## src/gcs_pkg.sv

```systemverilog
/*
  constants, field positions and state codes of the gas detector
  calibration sequencer.
  assumes a single 40 mhz system clock and an axi4-lite register bus.
*/
// Contract
// - after replacement press, zero sensor input raises no fault
// - replacement mode disables the calibration timeout
// - routine calibration past 12 min aborts, restores, flashes red, logs
// - red led flashes for three seconds while reed is held
// - replacement: first reed sets zero, log position one, steady led
// - after zero, led flashes on rise; next reed captures span, steady
// - after span, wait below four percent, then complete and led off
// - replacement press during calibration restarts the replacement sequence
// - oxygen: flash, wait 3 s, capture span, steady, wait 3 s, off
// - infrared routine zero captured automatically when steady, led steady
// - span: flash on gas, capture after 30 s stable input
// - each good calibration logs zero, span and date stamp
// - aborted calibration logs zero and span as zero
// - log cleared only when replacement calibration succeeds
// - position one kept; beyond eight, overwrite oldest other than one
// - sensor is unsigned 12-bit counts, 0 is 0 ma, 4095 is 24 ma
// - oxygen replacement: after zero, led flashes when input goes high
// - timed out routine calibration flashes red and reverts values
package gcs_pkg;
  localparam int unsigned CLK_HZ = 40_000_000;
  localparam int unsigned DEBOUNCE_MS = 20;
  localparam int unsigned DB_CYC_DFLT = CLK_HZ / 1000 * DEBOUNCE_MS;

  // durations in seconds, timed against the seconds counter
  localparam logic [15:0] S_REED_START = 16'h0004;
  localparam logic [15:0] S_REED_ACT = 16'h0003;
  localparam logic [15:0] S_RED_FLASH = 16'h0003;
  localparam logic [15:0] S_REPL_HOLD = 16'h0001;
  localparam logic [15:0] S_ZERO_STEADY = 16'h0004;
  localparam logic [15:0] S_SPAN_STABLE = 16'h001E;
  localparam logic [15:0] S_O2_WAIT = 16'h0003;
  localparam logic [15:0] S_ABORT_FLASH = 16'h000A;
  localparam int unsigned TIMEOUT_MIN = 12;
  localparam logic [15:0] S_TIMEOUT = 16'(TIMEOUT_MIN * 60);

  // sensor scale
  localparam int unsigned ADC_W = 12;
  localparam int unsigned ADC_MAX = 4095;
  localparam int unsigned LOW_PCT = 4;
  localparam logic [11:0] LOW_CNT = 12'((ADC_MAX * LOW_PCT + 99) / 100);
  localparam logic [11:0] RISE_CNT = 12'h040;
  localparam logic [11:0] STABLE_TOL = 12'h008;
  localparam int unsigned LOG_N = 8;

  // register map
  localparam int unsigned AXI_AW = 8;
  localparam logic [7:0] A_CTRL = 8'h00;
  localparam logic [7:0] A_STAMP = 8'h04;
  localparam logic [7:0] A_STATUS = 8'h08;
  localparam logic [7:0] A_CAL = 8'h0C;
  localparam logic [7:0] A_SENSOR = 8'h10;
  localparam logic [7:0] A_LOG = 8'h20;
  localparam logic [7:0] A_LOG_END = 8'h60;
  localparam int unsigned CAL_SPAN_LSB = 16;
  localparam int unsigned STAT_REPL = 4;
  localparam int unsigned STAT_CAL = 5;
  localparam int unsigned STAT_RED = 6;
  localparam int unsigned STAT_FAULT = 7;
  localparam int unsigned STAT_CNT_LSB = 8;
  localparam logic [1:0] RESP_OKAY = 2'b00;
  localparam logic [1:0] RESP_SLVERR = 2'b10;
  localparam logic [1:0] RESP_DECERR = 2'b11;

  typedef enum logic [1:0] {
    VAR_TOX = 2'b00,
    VAR_O2 = 2'b01,
    VAR_IR = 2'b10
  } gcs_var_t;

  typedef enum logic [3:0] {
    ST_IDLE = 4'b0000,
    ST_RZ = 4'b0001,
    ST_RS = 4'b0010,
    ST_FALL = 4'b0011,
    ST_AZ = 4'b0100,
    ST_AS = 4'b0101,
    ST_O1 = 4'b0110,
    ST_O2 = 4'b0111
  } gcs_st_t;
endpackage

```

## src/gcs_switch_cond.sv

```systemverilog
/*
  switch conditioner: two-flop synchroniser and a stable-level debouncer.
  assumes a raw mechanical or reed contact, active high.
*/
`timescale 1ns/1ps
`default_nettype none
module gcs_switch_cond import gcs_pkg::*; #(
  parameter int unsigned DB_CYC = DB_CYC_DFLT
) (
  // clock and reset
  input wire logic sys_clk,
  input wire logic nrst,
  // contact
  input wire logic raw,
  output logic clean_ff
);
  localparam int unsigned CW = $clog2(DB_CYC + 1);
  logic meta_ff;
  logic sync_ff;
  logic [CW-1:0] cnt_ff;

  always_ff @(posedge sys_clk or negedge nrst) begin
    if (!nrst) begin
      meta_ff <= 1'b0;
      sync_ff <= 1'b0;
    end else begin
      meta_ff <= raw;
      sync_ff <= meta_ff;
    end
  end

  // a level must hold for the whole window before it is believed
  always_ff @(posedge sys_clk or negedge nrst) begin
    if (!nrst) begin
      cnt_ff <= '0;
      clean_ff <= 1'b0;
    end else if (sync_ff == clean_ff) begin
      cnt_ff <= '0;
    end else if (cnt_ff == CW'(DB_CYC - 1)) begin
      cnt_ff <= '0;
      clean_ff <= sync_ff;
    end else begin
      cnt_ff <= cnt_ff + CW'(1);
    end
  end
endmodule
`default_nettype wire

```

## src/gcs_cal_seq.sv

```systemverilog
/*
  calibration sequencer: switch timing, state machine, calibration
  values, calibration log and axi4-lite register slave.
  assumes sensor counts synchronous to sys_clk.
*/
// The AXI4-Lite register port and the placing of the registers were left to the implementer.
`timescale 1ns/1ps
`default_nettype none
module gcs_cal_seq import gcs_pkg::*; #(
  parameter int unsigned SEC_CYC = CLK_HZ,
  parameter int unsigned DB_CYC = DB_CYC_DFLT
) (
  // clock and reset
  input wire logic sys_clk,
  input wire logic nrst,
  // operator switches and sensor
  input wire logic reed_sw,
  input wire logic repl_sw,
  input wire logic [ADC_W-1:0] sensor_cnt,
  // indicators and applied calibration
  output logic cal_led_ff,
  output logic red_led_ff,
  output logic fault_ff,
  output logic [ADC_W-1:0] zero_cal_ff,
  output logic [ADC_W-1:0] span_cal_ff,
  // axi4-lite write
  input wire logic [AXI_AW-1:0] s_axi_awaddr,
  input wire logic s_axi_awvalid,
  output logic s_axi_awready,
  input wire logic [31:0] s_axi_wdata,
  input wire logic [3:0] s_axi_wstrb,
  input wire logic s_axi_wvalid,
  output logic s_axi_wready,
  output logic [1:0] s_axi_bresp,
  output logic s_axi_bvalid,
  input wire logic s_axi_bready,
  // axi4-lite read
  input wire logic [AXI_AW-1:0] s_axi_araddr,
  input wire logic s_axi_arvalid,
  output logic s_axi_arready,
  output logic [31:0] s_axi_rdata,
  output logic [1:0] s_axi_rresp,
  output logic s_axi_rvalid,
  input wire logic s_axi_rready
);
  localparam int unsigned DW = $clog2(SEC_CYC);

  function automatic logic past_s(input logic [15:0] now,
                                  input logic [15:0] t0,
                                  input logic [15:0] n);
    return 16'(now - t0) > n;
  endfunction

  function automatic logic [11:0] adiff(input logic [11:0] a,
                                        input logic [11:0] b);
    return (a > b) ? a - b : b - a;
  endfunction

  // 0: unmapped, 1: read only, 2: read and write
  function automatic logic [1:0] dec(input logic [7:0] a);
    if (a == A_CTRL || a == A_STAMP) return 2'd2;
    if (a == A_STATUS || a == A_CAL || a == A_SENSOR) return 2'd1;
    if (a >= A_LOG && a < A_LOG_END && a[1:0] == 2'b00) return 2'd1;
    return 2'd0;
  endfunction

  logic [DW-1:0] div_ff;
  logic [15:0] secs_ff;
  logic sec_tick, blink_ff;
  logic reed_db, repl_db, reed_q_ff, repl_q_ff, reed_done_ff, repl_done_ff;
  logic [15:0] reed_t0_ff, repl_t0_ff, stab_t0_ff, st_t0_ff, cal_t0_ff;
  logic [15:0] abort_t0_ff, reed_thr;
  logic reed_evt, repl_evt, tmo, gas, aborted_ff, repl_mode_ff;
  logic [11:0] ref_ff, prev_zero_ff, prev_span_ff, pend_z_ff, pend_s_ff;
  gcs_st_t st_ff, nxt_st;
  gcs_var_t var_ff;
  logic [31:0] stamp_ff;
  logic start, cap_zero, cap_span, done_ok, abort_evt, repl_start;
  logic commit_rt, commit_rp;
  logic [11:0] log_z_ff [LOG_N];
  logic [11:0] log_s_ff [LOG_N];
  logic [31:0] log_t_ff [LOG_N];
  logic [3:0] log_cnt_ff;
  logic [2:0] log_ptr_ff, log_idx;

  // seconds base and 1 hz flash
  assign sec_tick = (div_ff == DW'(SEC_CYC - 1));
  always_ff @(posedge sys_clk or negedge nrst) begin
    if (!nrst) begin
      div_ff <= '0;
      secs_ff <= 16'h0000;
      blink_ff <= 1'b0;
    end else begin
      div_ff <= sec_tick ? '0 : div_ff + DW'(1);
      if (sec_tick) secs_ff <= secs_ff + 16'h0001;
      if (sec_tick || div_ff == DW'(SEC_CYC / 2 - 1)) blink_ff <= !blink_ff;
    end
  end

  gcs_switch_cond #(.DB_CYC(DB_CYC)) u_reed (
    .sys_clk(sys_clk), .nrst(nrst), .raw(reed_sw), .clean_ff(reed_db));
  gcs_switch_cond #(.DB_CYC(DB_CYC)) u_repl (
    .sys_clk(sys_clk), .nrst(nrst), .raw(repl_sw), .clean_ff(repl_db));

  // hold times stamp the press and compare against the seconds counter
  always_ff @(posedge sys_clk or negedge nrst) begin
    if (!nrst) begin
      reed_q_ff <= 1'b0;
      repl_q_ff <= 1'b0;
      reed_t0_ff <= 16'h0000;
      repl_t0_ff <= 16'h0000;
      reed_done_ff <= 1'b0;
      repl_done_ff <= 1'b0;
    end else begin
      reed_q_ff <= reed_db;
      repl_q_ff <= repl_db;
      if (reed_db && !reed_q_ff) reed_t0_ff <= secs_ff;
      if (repl_db && !repl_q_ff) repl_t0_ff <= secs_ff;
      reed_done_ff <= reed_db && (reed_done_ff || reed_evt);
      repl_done_ff <= repl_db && (repl_done_ff || repl_evt);
    end
  end

  // starting needs a longer hold than a capture step
  assign reed_thr = (st_ff == ST_IDLE) ? S_REED_START : S_REED_ACT;
  assign reed_evt = reed_db && reed_q_ff && !reed_done_ff &&
                    past_s(secs_ff, reed_t0_ff, reed_thr);
  assign repl_evt = repl_db && repl_q_ff && !repl_done_ff &&
                    past_s(secs_ff, repl_t0_ff, S_REPL_HOLD);

  // stability window restarts on any excursion or state change
  always_ff @(posedge sys_clk or negedge nrst) begin
    if (!nrst) begin
      ref_ff <= 12'h000;
      stab_t0_ff <= 16'h0000;
    end else if (st_ff != nxt_st ||
                 adiff(sensor_cnt, ref_ff) > STABLE_TOL) begin
      ref_ff <= sensor_cnt;
      stab_t0_ff <= secs_ff;
    end
  end

  assign gas = {1'b0, sensor_cnt} > ({1'b0, zero_cal_ff} + {1'b0, RISE_CNT});
  assign tmo = !repl_mode_ff && st_ff != ST_IDLE &&
               past_s(secs_ff, cal_t0_ff, S_TIMEOUT);

  always_comb begin
    nxt_st = st_ff;
    start = 1'b0;
    cap_zero = 1'b0;
    cap_span = 1'b0;
    done_ok = 1'b0;
    abort_evt = 1'b0;
    repl_start = 1'b0;
    if (repl_evt) begin
      repl_start = 1'b1;
      nxt_st = (var_ff == VAR_IR) ? ST_AZ : ST_RZ;
    end else if (tmo) begin
      abort_evt = 1'b1;
      nxt_st = ST_IDLE;
    end else begin
      unique case (st_ff)
        ST_IDLE: if (reed_evt) begin
          start = 1'b1;
          nxt_st = (var_ff == VAR_O2) ? ST_O1 : ST_AZ;
        end
        ST_RZ: if (reed_evt) begin
          cap_zero = 1'b1;
          nxt_st = ST_RS;
        end
        ST_RS: if (reed_evt) begin
          cap_span = 1'b1;
          done_ok = (var_ff == VAR_O2);
          nxt_st = (var_ff == VAR_O2) ? ST_IDLE : ST_FALL;
        end
        ST_FALL: if (sensor_cnt < LOW_CNT) begin
          done_ok = 1'b1;
          nxt_st = ST_IDLE;
        end
        ST_AZ: if (past_s(secs_ff, stab_t0_ff, S_ZERO_STEADY)) begin
          cap_zero = 1'b1;
          nxt_st = ST_AS;
        end
        ST_AS: if (gas && past_s(secs_ff, stab_t0_ff, S_SPAN_STABLE)) begin
          cap_span = 1'b1;
          nxt_st = ST_FALL;
        end
        ST_O1: if (past_s(secs_ff, st_t0_ff, S_O2_WAIT)) begin
          cap_span = 1'b1;
          nxt_st = ST_O2;
        end
        ST_O2: if (past_s(secs_ff, st_t0_ff, S_O2_WAIT)) begin
          done_ok = 1'b1;
          nxt_st = ST_IDLE;
        end
        default: nxt_st = ST_IDLE;
      endcase
    end
  end

  always_ff @(posedge sys_clk or negedge nrst) begin
    if (!nrst) begin
      st_ff <= ST_IDLE;
      st_t0_ff <= 16'h0000;
      cal_t0_ff <= 16'h0000;
      repl_mode_ff <= 1'b0;
    end else begin
      st_ff <= nxt_st;
      if (st_ff != nxt_st) st_t0_ff <= secs_ff;
      if (start) cal_t0_ff <= secs_ff;
      if (repl_start) repl_mode_ff <= 1'b1;
      else if (done_ok) repl_mode_ff <= 1'b0;
    end
  end

  // calibration values; previous pair kept for a timed-out revert
  always_ff @(posedge sys_clk or negedge nrst) begin
    if (!nrst) begin
      zero_cal_ff <= 12'h000;
      span_cal_ff <= 12'h000;
      prev_zero_ff <= 12'h000;
      prev_span_ff <= 12'h000;
      pend_z_ff <= 12'h000;
      pend_s_ff <= 12'h000;
    end else begin
      if (start) begin
        prev_zero_ff <= zero_cal_ff;
        prev_span_ff <= span_cal_ff;
        pend_z_ff <= zero_cal_ff;
      end
      if (cap_zero) begin
        zero_cal_ff <= sensor_cnt;
        pend_z_ff <= sensor_cnt;
      end
      if (cap_span) begin
        span_cal_ff <= sensor_cnt;
        pend_s_ff <= sensor_cnt;
      end
      if (abort_evt) begin
        zero_cal_ff <= prev_zero_ff;
        span_cal_ff <= prev_span_ff;
      end
    end
  end

  // indicators and fault
  always_ff @(posedge sys_clk or negedge nrst) begin
    if (!nrst) begin
      aborted_ff <= 1'b0;
      abort_t0_ff <= 16'h0000;
      red_led_ff <= 1'b0;
      cal_led_ff <= 1'b0;
      fault_ff <= 1'b0;
    end else begin
      if (abort_evt) begin
        aborted_ff <= 1'b1;
        abort_t0_ff <= secs_ff;
      end else if (start || repl_start ||
                   past_s(secs_ff, abort_t0_ff, S_ABORT_FLASH)) begin
        aborted_ff <= 1'b0;
      end
      red_led_ff <= blink_ff && (aborted_ff || (reed_db && reed_q_ff &&
                    16'(secs_ff - reed_t0_ff) < S_RED_FLASH));
      unique case (st_ff)
        ST_IDLE: cal_led_ff <= 1'b0;
        ST_RZ, ST_AZ, ST_O1: cal_led_ff <= blink_ff;
        ST_RS, ST_AS: cal_led_ff <= gas ? blink_ff : 1'b1;
        default: cal_led_ff <= 1'b1;
      endcase
      // a pulled sensor reads zero; not a fault while replacing
      fault_ff <= (sensor_cnt == 12'h000) && !repl_mode_ff;
    end
  end

  // calibration log, held in flops across the sequence
  assign commit_rt = (done_ok && !repl_mode_ff) || abort_evt;
  assign commit_rp = done_ok && repl_mode_ff;
  assign log_idx = (commit_rp || log_cnt_ff == 4'h0) ? 3'h0 : log_ptr_ff;

  always_ff @(posedge sys_clk or negedge nrst) begin
    if (!nrst) begin
      for (int i = 0; i < LOG_N; i++) begin
        log_z_ff[i] <= 12'h000;
        log_s_ff[i] <= 12'h000;
        log_t_ff[i] <= 32'h0000_0000;
      end
      log_cnt_ff <= 4'h0;
      log_ptr_ff <= 3'h1;
    end else begin
      for (int i = 0; i < LOG_N; i++) begin
        if ((commit_rt || commit_rp) && log_idx == 3'(i)) begin
          log_z_ff[i] <= abort_evt ? 12'h000 : pend_z_ff;
          log_s_ff[i] <= abort_evt ? 12'h000 : pend_s_ff;
          log_t_ff[i] <= stamp_ff;
        end else if (commit_rp) begin
          log_z_ff[i] <= 12'h000;
          log_s_ff[i] <= 12'h000;
          log_t_ff[i] <= 32'h0000_0000;
        end
      end
      if (commit_rp) begin
        log_cnt_ff <= 4'h1;
        log_ptr_ff <= 3'h1;
      end else if (commit_rt) begin
        if (log_cnt_ff != 4'(LOG_N)) log_cnt_ff <= log_cnt_ff + 4'h1;
        if (log_cnt_ff != 4'h0) begin
          log_ptr_ff <= (log_ptr_ff == 3'(LOG_N - 1)) ? 3'h1 :
                        log_ptr_ff + 3'h1;
        end
      end
    end
  end

  // axi4-lite slave
  logic aw_ok_ff, w_ok_ff, do_wr;
  logic [7:0] awa_ff;
  logic [31:0] wd_ff, rd_word;
  logic [3:0] ws_ff;
  logic [1:0] rd_resp;
  logic [7:0] log_rd;

  assign s_axi_awready = !aw_ok_ff && !s_axi_bvalid;
  assign s_axi_wready = !w_ok_ff && !s_axi_bvalid;
  assign s_axi_arready = !s_axi_rvalid;
  assign do_wr = aw_ok_ff && w_ok_ff && !s_axi_bvalid;
  // entries count from the log base, not from address zero
  assign log_rd = s_axi_araddr - A_LOG;

  always_ff @(posedge sys_clk or negedge nrst) begin
    if (!nrst) begin
      aw_ok_ff <= 1'b0;
      w_ok_ff <= 1'b0;
      awa_ff <= 8'h00;
      wd_ff <= 32'h0000_0000;
      ws_ff <= 4'h0;
      s_axi_bvalid <= 1'b0;
      s_axi_bresp <= RESP_OKAY;
    end else begin
      if (s_axi_awvalid && s_axi_awready) begin
        aw_ok_ff <= 1'b1;
        awa_ff <= s_axi_awaddr;
      end else if (do_wr) aw_ok_ff <= 1'b0;
      if (s_axi_wvalid && s_axi_wready) begin
        w_ok_ff <= 1'b1;
        wd_ff <= s_axi_wdata;
        ws_ff <= s_axi_wstrb;
      end else if (do_wr) w_ok_ff <= 1'b0;
      if (do_wr) begin
        s_axi_bvalid <= 1'b1;
        unique case (dec(awa_ff))
          2'd2: s_axi_bresp <= RESP_OKAY;
          2'd1: s_axi_bresp <= RESP_SLVERR;
          default: s_axi_bresp <= RESP_DECERR;
        endcase
      end else if (s_axi_bready) s_axi_bvalid <= 1'b0;
    end
  end

  // control and date stamp, written by software
  always_ff @(posedge sys_clk or negedge nrst) begin
    if (!nrst) begin
      var_ff <= VAR_TOX;
      stamp_ff <= 32'h0000_0000;
    end else if (do_wr) begin
      if (awa_ff == A_CTRL && ws_ff[0]) var_ff <= gcs_var_t'(wd_ff[1:0]);
      for (int b = 0; b < 4; b++) begin
        if (awa_ff == A_STAMP && ws_ff[b])
          stamp_ff[8*b +: 8] <= wd_ff[8*b +: 8];
      end
    end
  end

  always_comb begin
    rd_word = 32'h0000_0000;
    rd_resp = (dec(s_axi_araddr) == 2'd0) ? RESP_DECERR : RESP_OKAY;
    if (s_axi_araddr == A_CTRL) rd_word[1:0] = var_ff;
    if (s_axi_araddr == A_STAMP) rd_word = stamp_ff;
    if (s_axi_araddr == A_STATUS) begin
      rd_word[3:0] = st_ff;
      rd_word[STAT_REPL] = repl_mode_ff;
      rd_word[STAT_CAL] = cal_led_ff;
      rd_word[STAT_RED] = red_led_ff;
      rd_word[STAT_FAULT] = fault_ff;
      rd_word[STAT_CNT_LSB +: 4] = log_cnt_ff;
    end
    if (s_axi_araddr == A_CAL) begin
      rd_word[11:0] = zero_cal_ff;
      rd_word[CAL_SPAN_LSB +: 12] = span_cal_ff;
    end
    if (s_axi_araddr == A_SENSOR) rd_word[11:0] = sensor_cnt;
    if (dec(s_axi_araddr) == 2'd1 && s_axi_araddr >= A_LOG) begin
      if (log_rd[2]) rd_word = log_t_ff[log_rd[5:3]];
      else begin
        rd_word[11:0] = log_z_ff[log_rd[5:3]];
        rd_word[CAL_SPAN_LSB +: 12] = log_s_ff[log_rd[5:3]];
      end
    end
  end

  always_ff @(posedge sys_clk or negedge nrst) begin
    if (!nrst) begin
      s_axi_rvalid <= 1'b0;
      s_axi_rdata <= 32'h0000_0000;
      s_axi_rresp <= RESP_OKAY;
    end else if (s_axi_arvalid && s_axi_arready) begin
      s_axi_rvalid <= 1'b1;
      s_axi_rdata <= rd_word;
      s_axi_rresp <= rd_resp;
    end else if (s_axi_rready) s_axi_rvalid <= 1'b0;
  end
endmodule
`default_nettype wire

```

## config.mk

```make
export PLATFORM = sky130hd
export DESIGN_NAME = gcs_cal_seq
export DESIGN_NICKNAME = d
export VERILOG_FILES = /design/src/gcs_pkg.sv /design/src/gcs_switch_cond.sv /design/src/gcs_cal_seq.sv
export SDC_FILE = /design/constraint.sdc
export NUM_CORES = 2
export LEC_CHECK = 0
export ABC_AREA = 1
export BUFFER_PORTS_ARGS = -buffer_cell sky130_fd_sc_hd__buf_4
export CORE_ASPECT_RATIO = 1.5
export CORE_MARGIN = 4
export CORE_UTILIZATION = 57
export CTS_BUF_LIST = sky130_fd_sc_hd__clkbuf_4 sky130_fd_sc_hd__clkbuf_8 sky130_fd_sc_hd__clkbuf_16
export CTS_CLUSTER_SIZE = 14
export DETAILED_ROUTE_END_ITERATION = 8
export GPL_ROUTABILITY_DRIVEN = 0
export PLACE_DENSITY = 0.74
export RECOVER_POWER = 25
export SETUP_SLACK_MARGIN = 0.3
export SYNTH_ARGS = -nofsm -noshare
export SYNTH_HDL_FRONTEND = slang
export SYNTH_HIERARCHICAL = 1
export SYNTH_SLANG_ARGS = --single-unit
```

## constraint.sdc

```tcl
create_clock -name sys_clk -period 4.3 [get_ports sys_clk]
set_clock_uncertainty 0.2 [all_clocks]
set_input_delay 0.645 -clock sys_clk [delete_from_list [all_inputs] [get_ports sys_clk]]
set_output_delay 0.645 -clock sys_clk [all_outputs]
set_load 0.005 [all_outputs]
```

==> run summary <==
Ys flop type - dfrtp_1
Sequential area share after synthesis - 45.52%
Cell area after synthesis - 46950 um^2
Die X-Extent - 242.3 um
Pwr Total - 0.01815 W
Antenna-violating nets left - 0
Sw frac - 27.01%
Placed insts - 7217
Max Clock Freq - 252.3 MHz
1st-pass router iterations - 9
DRC - 0
Htree depth - 3
Fillcell total - 6761
Most frequent cells in the layout - nand2_1, dfrtp_1, inv_1
Hold Crit Class - input pin to flip-flop
Ports - 141
Grt total ovfl - 0
Row count - 128
Largest fanout on the critical path - 8
Cell Pwr Density - 336.5 nW/um^2
Post-synthesis area per instance - 7.550 um^2
Setup CP Type - flip-flop to flip-flop
Global-route wire length before repair - 234.6 mm
Clock transition at path regs - 0.07 ns
Worst-case vdd ir drop - 340.3 uV
Initial DRC Count - 4431
P&R area growth vs syn - 14.90%
Combinational share of power - 9.5%
Setup violators final - 0
Crit path launch type - flip-flop
CTS Sinks - 854
Vias - 44621
Slew HR - -55.45%
CTS root buf - clkbuf_16
I/O Buffers - 140
Post-Synthesis Cells - 6219
Clock period minus worst slack - 3.964 ns
Seq pwr share - 48.4%
Fin util - 66.18%
Clock share of power - 42.2%
Crit path required time - 4.69 ns
Final Hold Viols - 0
Die height - 359.5 um
Final Max Tran Viols - 70
Cts bufs inserted - 84
Status - finished with violations
Worst-skew pair later-pin latency - 0.66 ns
Post-Layout Cell Count - 7438
Psw - 0.004904 W
EDFF count, synth - 0
Yosys cell types - 68
Final worst-path cycle share - 92.18%
Core Box Area - 81520 um^2
Slew @ Worst Pin - 2.332 ns
CTS tree - built
Leakage power - 28.04 nW
Syn_nets - 6437
TNS Setup - 0 ns
Synth Register Bits - 854
Vias per inst - 5.999
Hold Slack - 0.03660 ns
Detailed Place HPWL - 101.2 mm
CTS Buffer Depth - 3
Max Cap Viol - 1
Vias in the first global route - 42529
Violated checks - capacitance limit, slew limit
Worst setup EP type - flip-flop
Die Area - 87130 um^2
FFs w/ async S/R, synth - 100.0%
Share of layout cells above drive strength 1 - 11.49%
Internal Power - 0.01325 W
Nets - 6545
CP arrival - 4.35 ns
Avg WL per Cell - 21.53 um
Starting density of the core - 57.60%
Initial antenna violation count - 6
Yosys warns - 6
Total Routed Length - 160.2 mm
Gr usage total - 33.65%
Unrepaired setup endpoints after global routing - true
Most common cell after layout, fill and taps aside - nand2_1
Pin count of the biggest net entering global routing - 172
-- cells in the mapped netlist (all sizes together) (60+ instances only) --
| master | instances | area share (%) |
|---|---|---|
| nand2 | 1835 | 15 |
| nor2 | 556 | 4.8 |
| nand4 | 89 | 1.2 |
| a21oi | 211 | 2.3 |
| dfrtp | 853 | 45 |
| nand3 | 578 | 6.3 |
| clkbuf | 190 | 1.5 |
| ha | 137 | 3.7 |
| xor2 | 60 | 1.2 |
| o21ai | 574 | 6.1 |
| buf | 142 | 1.8 |
| inv | 644 | 5.2 |
-- power groups by stage --
stage	logic, W	registers (W)	clock network, W
floorplan	0.00107	0.00863	0
global placement	0.00164	0.00890	0
finish	0.00172	0.00878	0.00765
CTS	0.00170	0.00876	0.00773
global route	0.00190	0.00880	0.00806
detailed placement	0.00168	0.00891	0
-- stage by stage --
step | worst slack [ns] | cell area (um^2)
after floorplan | 0.4450 | 46960
after global placement | 0.1839 | 49430
after detailed placement | 0.07497 | 49430
after CTS | 0.2653 | 52600
after global routing | 0.1686 | 53940
final | 0.3364 | 53950
-- path summary, 6_finish.rpt --
kind	startpoint	to	slack, ns	cells after the start
min in group asynchronous	nrst	log_z_ff[68]	1.02	2
max	secs_ff[0]	log_t_ff[75]	0.34	25
min	s_axi_wstrb[3]	ws_ff[3]	0.04	2
max reg2reg	secs_ff[0]	log_t_ff[75]	0.34	25
max in group asynchronous	nrst	prev_zero_ff[2]	0.99	3
min reg2reg	u_reed/meta_ff	u_reed/sync_ff	0.15	0
-- worst max-delay path: stages (launching register included) --
cell	delay [ns]
dfrtp_1	0.37
inv_2	0.07
ha_2	0.20
fa_2	0.39
xnor2_2	0.15
ha_1	0.31
a21oi_1	0.12
o21ai_0	0.09
nand2_1	0.07
nand2_1	0.06
nor3_2	0.13
nand3_2	0.17
nand2_2	0.13
inv_2	0.05
nand3_1	0.08
nand2_2	0.09
nand3_4	0.13
nand3_4	0.11
a21oi_4	0.21
buf_12	0.17
nand2_8	0.08
inv_8	0.08
buf_8	0.13
buf_12	0.16
nand2_1	0.07
nand2_1	0.10
-- logic make-up (layout without fill, tap and decap cells) --
| kind of cell | after synthesis | count (layout) | synth area share, % |
|---|---|---|---|
| AO/OA/AOI/OAI | 979 | 979 | 11.55 |
| XOR/XNOR | 85 | 85 | 1.618 |
| adder cells (fa/ha/maj) | 145 | 145 | 3.992 |
| buffers and inverters | 978 | 1154 | 8.503 |
| flip-flops | 854 | 854 | 45.52 |
| multiplexers | 11 | 11 | 0.2638 |
| other | 1 | 4 | 0.007987 |
| AND/OR/NAND/NOR | 3166 | 3166 | 28.55 |
-- sequential cells by signal (all words and copies together) (netlist names), 20 cells and up --
signal	flops
div_ff	26
log_s_ff	96
s_axi_rdata	32
stamp_ff	32
u_repl/cnt_ff	20
wd_ff	32
log_z_ff	96
u_reed/cnt_ff	20
log_t_ff	256
-- area by class of cell --
| type | instances | area (um^2) | share of cell area, % |
|---|---|---|---|
| multi-input cells | 4387 | 22040 | 40.86 |
| flip-flops and latches | 854 | 21390 | 39.64 |
| repair buffers | 354 | 3871 | 7.176 |
| inverters | 646 | 2491 | 4.618 |
| clock buffers | 114 | 2455 | 4.550 |
| well taps | 1040 | 1301 | 2.412 |
| clock inverters | 40 | 395.4 | 0.7329 |
| diodes | 3 | 7.507 | 0.01392 |
-- per-layer routing --
metal | up-vias | share of wire, % | global-route usage, %
li1 | 20404 | - | -
met2 | 2393 | 47 | 56.44
met5 | - | 0.0081 | 0
met3 | 791 | 8.9 | 5.655
met4 | 2 | 9.8 | 23.85
met1 | 21031 | 34 | 39.23
-- timing repair --
item,4_1_cts,5_1_grt
hold endpoints to repair,67,0
setup buffers,7,17
endpoints found under the setup margin,499,559
gates cloned,3,32
resized for setup,34,184
hold buffers,5,0
pin swaps,7,63
Note: power is estimated with default switching activity, not from simulation.
